--- src/common/urb_pkg.sv ---
// Shared constants and types for the serial receive buffer block.
// Assumes both ends run on one 10 MHz clock with a synchronous reset.
package urb_pkg;

	////////////////////////////////////////////////////////////////////////
	// Clock and bit timing
	localparam int unsigned CLK_HZ        = 10_000_000;
	localparam int unsigned BAUD_DEF      = 625_000;
	localparam int unsigned BIT_CLKS_DEF  = CLK_HZ / BAUD_DEF;
	localparam int unsigned CNT_W         = 16;

	////////////////////////////////////////////////////////////////////////
	// Register byte addresses
	localparam logic [3:0] ADDR_STATUS    = 4'h0;
	localparam logic [3:0] ADDR_CTRL_B    = 4'h4;
	localparam logic [3:0] ADDR_CTRL_C    = 4'h8;
	localparam logic [3:0] ADDR_DATA      = 4'hC;

	// Status register fields
	localparam int unsigned ST_RXC        = 7;
	localparam int unsigned ST_FE         = 4;
	localparam int unsigned ST_DOR        = 3;
	localparam int unsigned ST_PE         = 2;
	// Control register B fields
	localparam int unsigned CB_RXCIE      = 7;
	localparam int unsigned CB_RXEN       = 4;
	localparam int unsigned CB_RXB8       = 1;
	// Control register C fields
	localparam int unsigned CC_PM_HI      = 5;
	localparam int unsigned CC_PM_LO      = 4;
	localparam int unsigned CC_STOP       = 3;
	localparam int unsigned CC_SIZE_HI    = 2;

	////////////////////////////////////////////////////////////////////////
	// Reset values, character sizes and buffer depth
	localparam logic [2:0] SIZE_RST       = 3'h3;
	localparam logic [2:0] SIZE_NINE      = 3'h7;
	localparam logic [3:0] BITS_MIN       = 4'h5;
	localparam logic [3:0] BITS_NINE      = 4'h9;
	localparam int unsigned BUF_DEPTH     = 2;

	// One receive buffer entry
	typedef struct packed {
		logic [8:0] data;
		logic       fe;
		logic       dor;
		logic       pe;
	} urb_entry_t;

	// Receiver frame states
	typedef enum logic [2:0] {
		RX_IDLE  = 3'b000,
		RX_START = 3'b001,
		RX_DATA  = 3'b010,
		RX_PAR   = 3'b011,
		RX_STOP  = 3'b100
	} urb_rx_state_t;

	// Remote transmitter states
	typedef enum logic [2:0] {
		TX_IDLE  = 3'b000,
		TX_START = 3'b001,
		TX_DATA  = 3'b010,
		TX_PAR   = 3'b011,
		TX_STOP1 = 3'b100,
		TX_STOP2 = 3'b101
	} urb_tx_state_t;

endpackage : urb_pkg

--- src/common/urb_link_if.sv ---
// Serial line between the remote transmitter and the receiver.
// Assumes the line idles high and both ends share clk_in.
interface urb_link_if;
	logic serial_line;

	// Remote transmitter drives the line
	modport remote (output serial_line);
	// Receiver samples the line
	modport device (input serial_line);
endinterface : urb_link_if

--- src/hw/urb_rx_device.sv ---
// Serial receiver with a two-entry buffer, per-character error flags and
// an Avalon-MM register slave with waitrequest.
// Assumes the serial line and bus inputs are synchronous to clk_in.
//
// Our own choices: register access over Avalon-MM and the placing of the registers.
module urb_rx_device #(
	parameter int unsigned BIT_CLKS = urb_pkg::BIT_CLKS_DEF
) (
	// Clock and reset
	input  wire logic        clk_in,
	input  wire logic        sys_rst_in,
	// Link
	urb_link_if.device       link,
	// Avalon-MM slave
	input  wire logic [3:0]  avs_address_in,
	input  wire logic        avs_read_in,
	input  wire logic        avs_write_in,
	input  wire logic [31:0] avs_writedata_in,
	input  wire logic [3:0]  avs_byteenable_in,
	output logic [31:0]      avs_readdata_out,
	output logic             avs_waitrequest_out,
	// System
	input  wire logic        global_irq_enable_in,
	output logic             rx_irq_request_out,
	output logic             pin_override_out
);
	import urb_pkg::*;

	if (BIT_CLKS < 4 || BIT_CLKS >= (1 << CNT_W)) begin : g_chk
		$error("BIT_CLKS out of range");
	end

	localparam logic [CNT_W-1:0] BIT_LAST  = CNT_W'(BIT_CLKS - 1);
	localparam logic [CNT_W-1:0] HALF_LAST = CNT_W'(BIT_CLKS / 2 - 1);

	typedef struct packed {
		urb_rx_state_t        fsm;
		logic [CNT_W-1:0]     tick;
		logic [3:0]           bitn;
		logic [8:0]           shift;
		logic                 par_bit;
		logic                 line_prev;
		logic                 pend_v;
		urb_entry_t           pend;
		logic                 lost;
		urb_entry_t [1:0]     fifo;
		logic                 rd_idx;
		logic [1:0]           cnt;
		logic                 rx_en;
		logic                 irq_en;
		logic [1:0]           pmode;
		logic                 stop2;
		logic [2:0]           size;
		logic                 ack;
		logic [31:0]          rdata;
	} urb_rx_st_t;

	urb_rx_st_t s_q;
	urb_rx_st_t s_d;

	logic       line;
	logic       req;
	logic       has_data;
	logic [3:0] nbits;
	urb_entry_t head;
	urb_entry_t done;

	assign line     = link.serial_line;
	assign req      = avs_read_in | avs_write_in;
	assign has_data = (s_q.cnt != 2'h0);
	assign head     = s_q.fifo[s_q.rd_idx];
	assign nbits    = (s_q.size == SIZE_NINE) ? BITS_NINE :
	                  (s_q.size[2] ? BITS_MIN + 4'h3 : BITS_MIN + {2'b00, s_q.size[1:0]});

	////////////////////////////////////////////////////////////////////////
	// Completed frame, aligned and checked
	always_comb begin
		done.data = s_q.shift >> (BITS_NINE - nbits);
		done.fe   = ~line;
		done.dor  = 1'b0;
		// Checker on only with upper mode bit; lower picks odd
		done.pe   = s_q.pmode[1] & (^done.data ^ s_q.par_bit ^ s_q.pmode[0]);
	end

	////////////////////////////////////////////////////////////////////////
	// Bus slave, buffer and frame sequencer
	always_comb begin
		s_d           = s_q;
		s_d.line_prev = line;

		// Bus: capture read data first cycle, commit on acknowledge
		if (req && !s_q.ack) begin
			s_d.ack = 1'b1;
			case (avs_address_in)
				ADDR_STATUS: s_d.rdata = {24'h0, has_data, 2'b00,
				                          has_data & head.fe, has_data & head.dor,
				                          has_data & head.pe, 2'b00};
				ADDR_CTRL_B: s_d.rdata = {24'h0, s_q.irq_en, 2'b00, s_q.rx_en, 2'b00,
				                          has_data & head.data[8], 1'b0};
				ADDR_CTRL_C: s_d.rdata = {26'h0, s_q.pmode, s_q.stop2, s_q.size};
				ADDR_DATA:   s_d.rdata = {24'h0, has_data ? head.data[7:0] : 8'h00};
				default:     s_d.rdata = 32'h0;
			endcase
		end else if (req && s_q.ack) begin
			s_d.ack = 1'b0;
			if (avs_write_in && avs_byteenable_in[0]) begin
				// Status writes have no effect on the error flags
				if (avs_address_in == ADDR_CTRL_B) begin
					s_d.irq_en = avs_writedata_in[CB_RXCIE];
					s_d.rx_en  = avs_writedata_in[CB_RXEN];
				end else if (avs_address_in == ADDR_CTRL_C) begin
					s_d.pmode = {avs_writedata_in[CC_PM_HI], avs_writedata_in[CC_PM_LO]};
					s_d.stop2 = avs_writedata_in[CC_STOP];
					s_d.size  = avs_writedata_in[CC_SIZE_HI:0];
				end
			end
			// Data read pops the head entry and frees it
			if (avs_read_in && avs_address_in == ADDR_DATA && has_data) begin
				s_d.rd_idx = ~s_q.rd_idx;
				s_d.cnt    = s_q.cnt - 2'h1;
			end
		end

		// Waiting frame enters the buffer once room exists
		if (s_q.pend_v && s_d.cnt < 2'(BUF_DEPTH)) begin
			s_d.fifo[s_d.rd_idx ^ s_d.cnt[0]]     = s_q.pend;
			s_d.fifo[s_d.rd_idx ^ s_d.cnt[0]].dor = s_q.lost;
			s_d.lost   = 1'b0;
			s_d.pend_v = 1'b0;
			s_d.cnt    = s_d.cnt + 2'h1;
		end

		// Frame sequencer, sampling mid-bit
		if (s_q.fsm != RX_IDLE) begin
			s_d.tick = s_q.tick - 1'b1;
		end
		case (s_q.fsm)
			RX_IDLE: begin
				if (s_q.line_prev && !line) begin
					s_d.fsm  = RX_START;
					s_d.tick = HALF_LAST;
					// Buffer full and a frame already waiting in pend: this frame is lost
					if (s_d.cnt == 2'(BUF_DEPTH) && s_d.pend_v) begin
						s_d.lost = 1'b1;
					end
				end
			end
			RX_START: begin
				if (s_q.tick == '0) begin
					s_d.fsm  = line ? RX_IDLE : RX_DATA;
					s_d.tick = BIT_LAST;
					s_d.bitn = 4'h0;
				end
			end
			RX_DATA: begin
				if (s_q.tick == '0) begin
					s_d.tick  = BIT_LAST;
					s_d.shift = {line, s_q.shift[8:1]};
					s_d.bitn  = s_q.bitn + 4'h1;
					if (s_q.bitn == nbits - 4'h1) begin
						s_d.fsm = s_q.pmode[1] ? RX_PAR : RX_STOP;
					end
				end
			end
			RX_PAR: begin
				if (s_q.tick == '0) begin
					s_d.tick    = BIT_LAST;
					s_d.par_bit = line;
					s_d.fsm     = RX_STOP;
				end
			end
			RX_STOP: begin
				// First stop bit only; further stop bits look like idle
				if (s_q.tick == '0) begin
					s_d.fsm = RX_IDLE;
					if (!s_d.pend_v) begin
						s_d.pend_v = 1'b1;
						s_d.pend   = done;
					end
				end
			end
			default: begin
				s_d.fsm = RX_IDLE;
			end
		endcase

		// Disable is immediate: frame abandoned, buffer flushed
		if (!s_d.rx_en) begin
			s_d.fsm    = RX_IDLE;
			s_d.cnt    = 2'h0;
			s_d.pend_v = 1'b0;
			s_d.lost   = 1'b0;
		end
	end

	////////////////////////////////////////////////////////////////////////
	// State register
	always_ff @(posedge clk_in) begin
		if (sys_rst_in) begin
			s_q           <= '0;
			s_q.fsm       <= RX_IDLE;
			s_q.size      <= SIZE_RST;
			s_q.line_prev <= 1'b1;
		end else begin
			s_q <= s_d;
		end
	end

	////////////////////////////////////////////////////////////////////////
	// Outputs
	assign avs_readdata_out    = s_q.rdata;
	assign avs_waitrequest_out = req & ~s_q.ack;
	assign rx_irq_request_out  = global_irq_enable_in & s_q.irq_en & has_data;
	assign pin_override_out    = s_q.rx_en;

endmodule : urb_rx_device

--- src/flat_wrapper.sv ---
// flat-port wrapper written by rule: the top's interface ports become plain ports
module urb_rx_device_flat import urb_pkg::*;
#(
	parameter int unsigned BIT_CLKS = urb_pkg::BIT_CLKS_DEF
)
  (clk_in, sys_rst_in, avs_address_in, avs_read_in, avs_write_in, avs_writedata_in, avs_byteenable_in, avs_readdata_out, avs_waitrequest_out, global_irq_enable_in, rx_irq_request_out, pin_override_out, link_serial_line);
  urb_link_if link_i ();
  input  wire logic clk_in;
  input  wire logic sys_rst_in;
  input  wire logic [3:0] avs_address_in;
  input  wire logic avs_read_in;
  input  wire logic avs_write_in;
  input  wire logic [31:0] avs_writedata_in;
  input  wire logic [3:0] avs_byteenable_in;
  output logic [31:0] avs_readdata_out;
  output logic avs_waitrequest_out;
  input  wire logic global_irq_enable_in;
  output logic rx_irq_request_out;
  output logic pin_override_out;
  input wire logic [$bits(link_i.serial_line)-1:0] link_serial_line;
  assign link_i.serial_line = link_serial_line;
  urb_rx_device #(.BIT_CLKS(BIT_CLKS)) u_core (.clk_in(clk_in), .sys_rst_in(sys_rst_in), .link(link_i), .avs_address_in(avs_address_in), .avs_read_in(avs_read_in), .avs_write_in(avs_write_in), .avs_writedata_in(avs_writedata_in), .avs_byteenable_in(avs_byteenable_in), .avs_readdata_out(avs_readdata_out), .avs_waitrequest_out(avs_waitrequest_out), .global_irq_enable_in(global_irq_enable_in), .rx_irq_request_out(rx_irq_request_out), .pin_override_out(pin_override_out));
endmodule
--- config.mk ---
export PLATFORM = sky130hd
export DESIGN_NAME = urb_rx_device_flat
export DESIGN_NICKNAME = d
export VERILOG_FILES = /design/src/common/urb_pkg.sv /design/src/common/urb_link_if.sv /design/src/hw/urb_rx_device.sv /design/src/flat_wrapper.sv
export SDC_FILE = /design/constraint.sdc
export NUM_CORES = 1
export LEC_CHECK = 0
export BUFFER_PORTS_ARGS = -buffer_cell sky130_fd_sc_hd__buf_2
export CAP_MARGIN = 20
export CORE_MARGIN = 5
export CORE_UTILIZATION = 55
export DETAILED_ROUTE_END_ITERATION = 8
export GPL_ROUTABILITY_DRIVEN = 0
export PLACE_DENSITY_LB_ADDON = 0.25
export SLEW_MARGIN = 20
export SYNTH_ARGS = -nofsm -noshare
export SYNTH_HDL_FRONTEND = slang
export SYNTH_SLANG_ARGS = --single-unit
--- constraint.sdc ---
create_clock -name clk_in -period 3.99 [get_ports clk_in]
set_clock_uncertainty 0.1 [all_clocks]
set_input_delay 0.798 -clock clk_in [delete_from_list [all_inputs] [get_ports clk_in]]
set_output_delay 0.798 -clock clk_in [all_outputs]
set_load 0.01 [all_outputs]
Yosys cells after proc, flatten, opt, wreduce, memory -nomap -nowiden
Cells that the tools add are included.
W data, S select, Z words.
{ "word_totals": {"reg_bits": 115, "input_bits": 46, "word_cells": 143} }
{ "classes": {"add_sub_neg": 7, "magnitude_cmp": 4, "n_eq_ne": 16, "n_shift": 1, "n_mux": 41, "bitwise": 19, "n_reduce_logical": 27} }
{ "ops": {"columns": ["cell", "n"], "rows": [
  ["$pmux W16 S4", 1],
  ["$mux W12", 5],
  ["$bwmux W24", 2],
  ["$mux W19", 2],
  ["$mux W32", 1],
  ["$pmux W8 S4", 1],
  ["$mux W13", 2],
  ["$mux W25", 1],
  ["$demux W12 S1", 2],
  ["$mux W23", 1],
  ["$logic_not A16 Y1", 1],
  ["$mux W16", 1],
  ["$mux W8", 2],
  ["$sub A16 B1 Y16 const B", 1],
  ["$pmux W3 S5", 1],
  ["$mux W3", 4],
  ["$mux W6", 2],
  ["$ne A2 B1 Y1 const B", 6],
  ["$mux W11", 1],
  ["$logic_and A1 B1 Y1", 9],
  ["$reduce_xor A9 Y1", 1],
  ["$shr A9 B4 Y9", 1],
  ["$and A1 B1 Y1", 8],
  ["$eq A4 B4 Y1 const B", 2],
  ["other kinds (33)", 57]
]} }

Longest topological paths before layout
{ "logic_depth": {"ltp_word": 17, "depth_mapped": 13, "mapped_depth_nobuf": 12} }

Worst setup path after synthesis
No wires, ideal clock.
{ "synth_path": {"kind": "reg2reg", "from": "register u_core.s_q[35] (netlist bit)", "to": "register u_core.s_q[69] (netlist bit)", "setup_time_ps": 132, "arrival_time_ps": 2839, "required_time_ps": 3758, "slack_ps": 919, "stages_incl_launch_ff": 12, "n_path_buf": 2, "period_less_slack_ps": 3071, "path_cell_list": "dfxtp_1 -> buf_4 -> clkbuf_1 -> or2_2 -> ha_1 -> a211oi_1 -> a22o_1 -> a211oi_1 -> o31ai_1 -> xnor3_1 -> nand3_1 -> a21oi_1"} }
{ "synth_via": {"elab_chain_len": 8, "elab_cells_between_ends": 9, "classes_between": "add/sub: 1; eq/ne: 1; shift: 1; mux: 2; bitwise: 3; reduce/logical: 1"} }
{ "synth_lines": {"columns": ["element", "line", "source"], "rows": [
  ["from (decl)", "urb_rx_device.sv:58", "urb_rx_st_t s_q;"],
  ["$eq A3 B3 Y1 or $mux W4 (tied branches)", "urb_rx_device.sv:72, urb_rx_device.sv:73", null],
  ["$mux W4 *", "urb_rx_device.sv:72", "assign nbits = (s_q.size == SIZE_NINE) ? BITS_NINE :"],
  ["$sub A4 B4 Y4 *", "urb_rx_device.sv:78", "done.data = s_q.shift >> (BITS_NINE - nbits);"],
  ["$shr A9 B4 Y9 *", "urb_rx_device.sv:78", null],
  ["$reduce_xor A9 Y1 *", "urb_rx_device.sv:82", "done.pe = s_q.pmode[1] & (^done.data ^ s_q.par_bit ^ s_q.pmode[0]);"],
  ["$xor A1 B1 Y1 * (2 in series)", "urb_rx_device.sv:82", null],
  ["$and A1 B1 Y1 *", "urb_rx_device.sv:82", null]
]} }
Every way passes the cells marked *; elsewhere a longest branch is shown, timed or not.
A chain may end at the register's enable or synchronous reset.

Worst setup path in the final report
{ "layout_path": {"from": "register u_core.s_q[34] (netlist bit)", "to": "register u_core.s_q[69] (netlist bit)"} }
{ "layout_via": {"elab_chain_len": 9, "elab_cells_between_ends": 10, "classes_between": "add/sub: 2; eq/ne: 1; shift: 1; mux: 2; bitwise: 3; reduce/logical: 1"} }
{ "layout_lines": {"columns": ["element", "line", "source"], "rows": [
  ["$add A3 B2 Y4", "urb_rx_device.sv:73", "(s_q.size[2] ? BITS_MIN + 4'h3 : BITS_MIN + {2'b00, s_q.size[1:0]});"],
  ["$mux W4", "urb_rx_device.sv:73", null],
  ["$mux W4 *", "urb_rx_device.sv:72", null],
  ["$sub A4 B4 Y4 *", "urb_rx_device.sv:78", null],
  ["$shr A9 B4 Y9 *", "urb_rx_device.sv:78", null],
  ["$reduce_xor A9 Y1 *", "urb_rx_device.sv:82", null],
  ["$xor A1 B1 Y1 * (2 in series)", "urb_rx_device.sv:82", null],
  ["$and A1 B1 Y1 *", "urb_rx_device.sv:82", null]
]} }
Marked as above.

==> impl_metrics.env <==
export IMPL_critical_path_class="register to register"
export IMPL_avgViaCountPerCell=5.63
export IMPL_clockBufferDepth=2
export IMPL_num_antenna_cells=0
export IMPL_initial_core_util_pct=56.4
export IMPL_wl_per_cell_um=14.7
export IMPL_drt_iter0_markers=279
export IMPL_drive_gt1_share_pct=12.5
export IMPL_dp_cells=719
export IMPL_final_antenna_net_count=0
export IMPL_post_dp_hpwl_mm=7.90
export IMPL_final_util_pct=58.9
export IMPL_drc=0
export IMPL_tns_ns=0
export IMPL_crit_path_start="u_core.s_q[34]"
export IMPL_yosysUniqueCellTypes=71
export IMPL_fmax_ghz=0.276
export IMPL_globalRouteTotalUtil_pct=19.1
export IMPL_cts_resized=0
export IMPL_power_density_mw_per_mm2=321
export IMPL_synth_avg_cell_area_um2=8.39
export IMPL_status="complete, no violations"
export IMPL_cap_violations=0
export IMPL_vias=4138
export IMPL_cp_arrival_ns=3.73
export IMPL_drt_first_pass_iters=5
export IMPL_timing_final_crit_share_pct=90.7
export IMPL_max_slew_margin_pct=42.1
export IMPL_ys_seq_area_share_pct=35.1
export IMPL_die_y_um=107
export IMPL_fp_dieW_um=107
export IMPL_core_mm2=0.00920
export IMPL_stdcell_count=735
export IMPL_area_delta_synth_final_pct=4.42
export IMPL_finalCriticalPeriod_ns=3.62
export IMPL_maxSlewViolCount=0
export IMPL_setup_viol=0
export IMPL_antenna_found_initial=0
export IMPL_grt_pass1_vias=3872
export IMPL_portBuffers=28
export IMPL_r2r_cells=10
export IMPL_nFillCells=824
export IMPL_cts_setup_buffers=0
export IMPL_grt_max_degree=61
export IMPL_ir_worst_vdd_mv=0.219
export IMPL_die_area_mm2=0.0115
export IMPL_cp_required_ns=4.10
export IMPL_rsz0062_at_grt="no"
export IMPL_power_leakage_uw=0.00229
export IMPL_rr_endpoint="u_core.s_q[69]"
export IMPL_clk_insertion_delay_late_ns=0.35
export IMPL_cts_root_buf="clkbuf_8"
export IMPL_startpoint_type="register"
export IMPL_yosys_warnings=0
export IMPL_drt_total_wl_mm=10.8
export IMPL_top_level_ports=81
export IMPL_grt_pass1_wl_mm=18.2
export IMPL_ctsHoldBuffers=0
export IMPL_rows=35
export IMPL_cts_sinks=91
export IMPL_reg2reg_from="u_core.s_q[34]"
export IMPL_end_kind="register"
export IMPL_final_common_cell="nor2_1"
export IMPL_synth_edff_count=0
export IMPL_ys_ff_latch=91
export IMPL_cts_tree="built"
export IMPL_hold_class="register to register"
export IMPL_r2r_slack_ns=0.37
export IMPL_final_cell_mix="nor2_1, dfxtp_1, mux2i_1"
export IMPL_netlist_instances=618
export IMPL_syn_area_mm2=0.00518
export IMPL_critPathCapture="u_core.s_q[69]"
export IMPL_worstPathMaxFanout=12
export IMPL_worstMarginPinSlew_ns=0.867
export IMPL_hold_viol_final=0
export IMPL_numCtsBuffers=9
export IMPL_synthArstFlopShare_pct=0
export IMPL_synth_ff_type="dfxtp_1"
export IMPL_h_tree_depth=3
export IMPL_gr_total_overflow=0
export IMPL_nets=675
export IMPL_clkTransAtPathRegs_ns=0.09
==> through the flow <==
step                      instance area (um2)  hold slack (ns)  total power [uW]  setup WS, ns
after floorplan                          5270            0.344              1040         0.919
after global placement                   5190            0.357              1050         0.483
after detailed placement                 5190            0.370              1050         0.363
after CTS                                5410            0.378              1750         0.350
after global routing                     5410            0.402              1810         0.128
final                                    5410            0.381              1740         0.371
==> report_power, final <==
group	switching, uW	internal [uW]	total (uW)
Clock	347	362	709
Combinational	74.5	34.9	109
Sequential	5.02	915	920
Total	427	1310	1740
==> synth_stat cells, types with 2 or more instances <==
cell type | number | area [um2]
and2_1 | 3 | 18.8
a21oi_1 | 47 | 235
o22ai_1 | 4 | 25.0
ha_1 | 10 | 125
nor4_1 | 5 | 31.3
mux2i_1 | 54 | 541
xor2_1 | 6 | 52.6
and3_1 | 5 | 31.3
a211o_1 | 2 | 17.5
buf_6 | 3 | 33.8
buf_4 | 34 | 255
o221ai_1 | 2 | 17.5
a211oi_2 | 4 | 50.1
a31oi_1 | 4 | 25.0
o21a_1 | 3 | 22.5
inv_1 | 13 | 48.8
clkbuf_1 | 24 | 90.1
a22oi_1 | 6 | 45.0
or2_1 | 2 | 12.5
nor3_1 | 21 | 105
or2_2 | 8 | 50.1
nor2_1 | 95 | 357
buf_2 | 4 | 20.0
nand4_1 | 6 | 37.5
nor2b_1 | 8 | 50.1
nor3b_1 | 2 | 15.0
dfxtp_1 | 91 | 1820
a211oi_1 | 6 | 45.0
a221oi_1 | 3 | 26.3
a311oi_1 | 2 | 17.5
mux2_2 | 5 | 56.3
o21ai_0 | 19 | 95.1
xnor2_1 | 8 | 70.1
xnor3_1 | 2 | 45.0
or3_1 | 5 | 31.3
nor3_2 | 2 | 20.0
nand3_1 | 8 | 40.0
nand2_1 | 50 | 188
nand2b_1 | 10 | 62.6
==> cells by family (layout without fill, tap and decap cells) <==
logic type      after synthesis  count (layout)  synth area share (%)
simple gates                244             244                  23.1
compound gates              116             116                  15.1
flops                        91              91                  35.1
buf+inv                      79              62                  8.71
mux                          61              61                  12.2
xor+xnor                     16              16                  3.23
fa+ha+maj                    10              10                  2.41
other cells                   1              24                0.0723
==> worst min-delay path by stage <==
stage | start | endpoint | slack [ns] | cells past startpoint
after floorplan | u_core.s_q[76] | u_core.s_q[76] | 0.34 | 2
after global placement | u_core.s_q[76] | u_core.s_q[76] | 0.36 | 2
after detailed placement | u_core.s_q[69] | u_core.s_q[69] | 0.37 | 2
after CTS | u_core.s_q[69] | u_core.s_q[69] | 0.38 | 2
after global routing | u_core.s_q[76] | u_core.s_q[76] | 0.40 | 2
final | u_core.s_q[69] | u_core.s_q[69] | 0.38 | 2
==> critical path: stages (launching register included) <==
cell and delay [ns]:
dfxtp_1 0.37, ha_1 0.54, or2b_1 0.32, ha_1 0.40, a211oi_1 0.51, a22o_1 0.27
a211oi_1 0.05, o31ai_1 0.32, xnor3_1 0.46, nand3_1 0.09, a21oi_1 0.06
==> layer usage <==
layer	wire length, um	vias up	part of all wire, %	GRT usage, %
met5	0	-	0	0
met4	157	0	1.5	5.30
met3	489	12	4.5	3.79
met2	5090	90	47	31.1
met1	5070	1919	47	25.8
li1	-	2117	-	-
==> area by class of cell <==
class	count	area (um2)	area share [%]
clock inverter	6	95.1	1.76
inverter	13	48.8	0.902
sequential	91	1820	33.7
clock buffer	10	128	2.36
multi-input combinational	471	3000	55.5
tap	111	139	2.57
timing repair buffer	33	178	3.28
(Power assumes the default switching activity.)
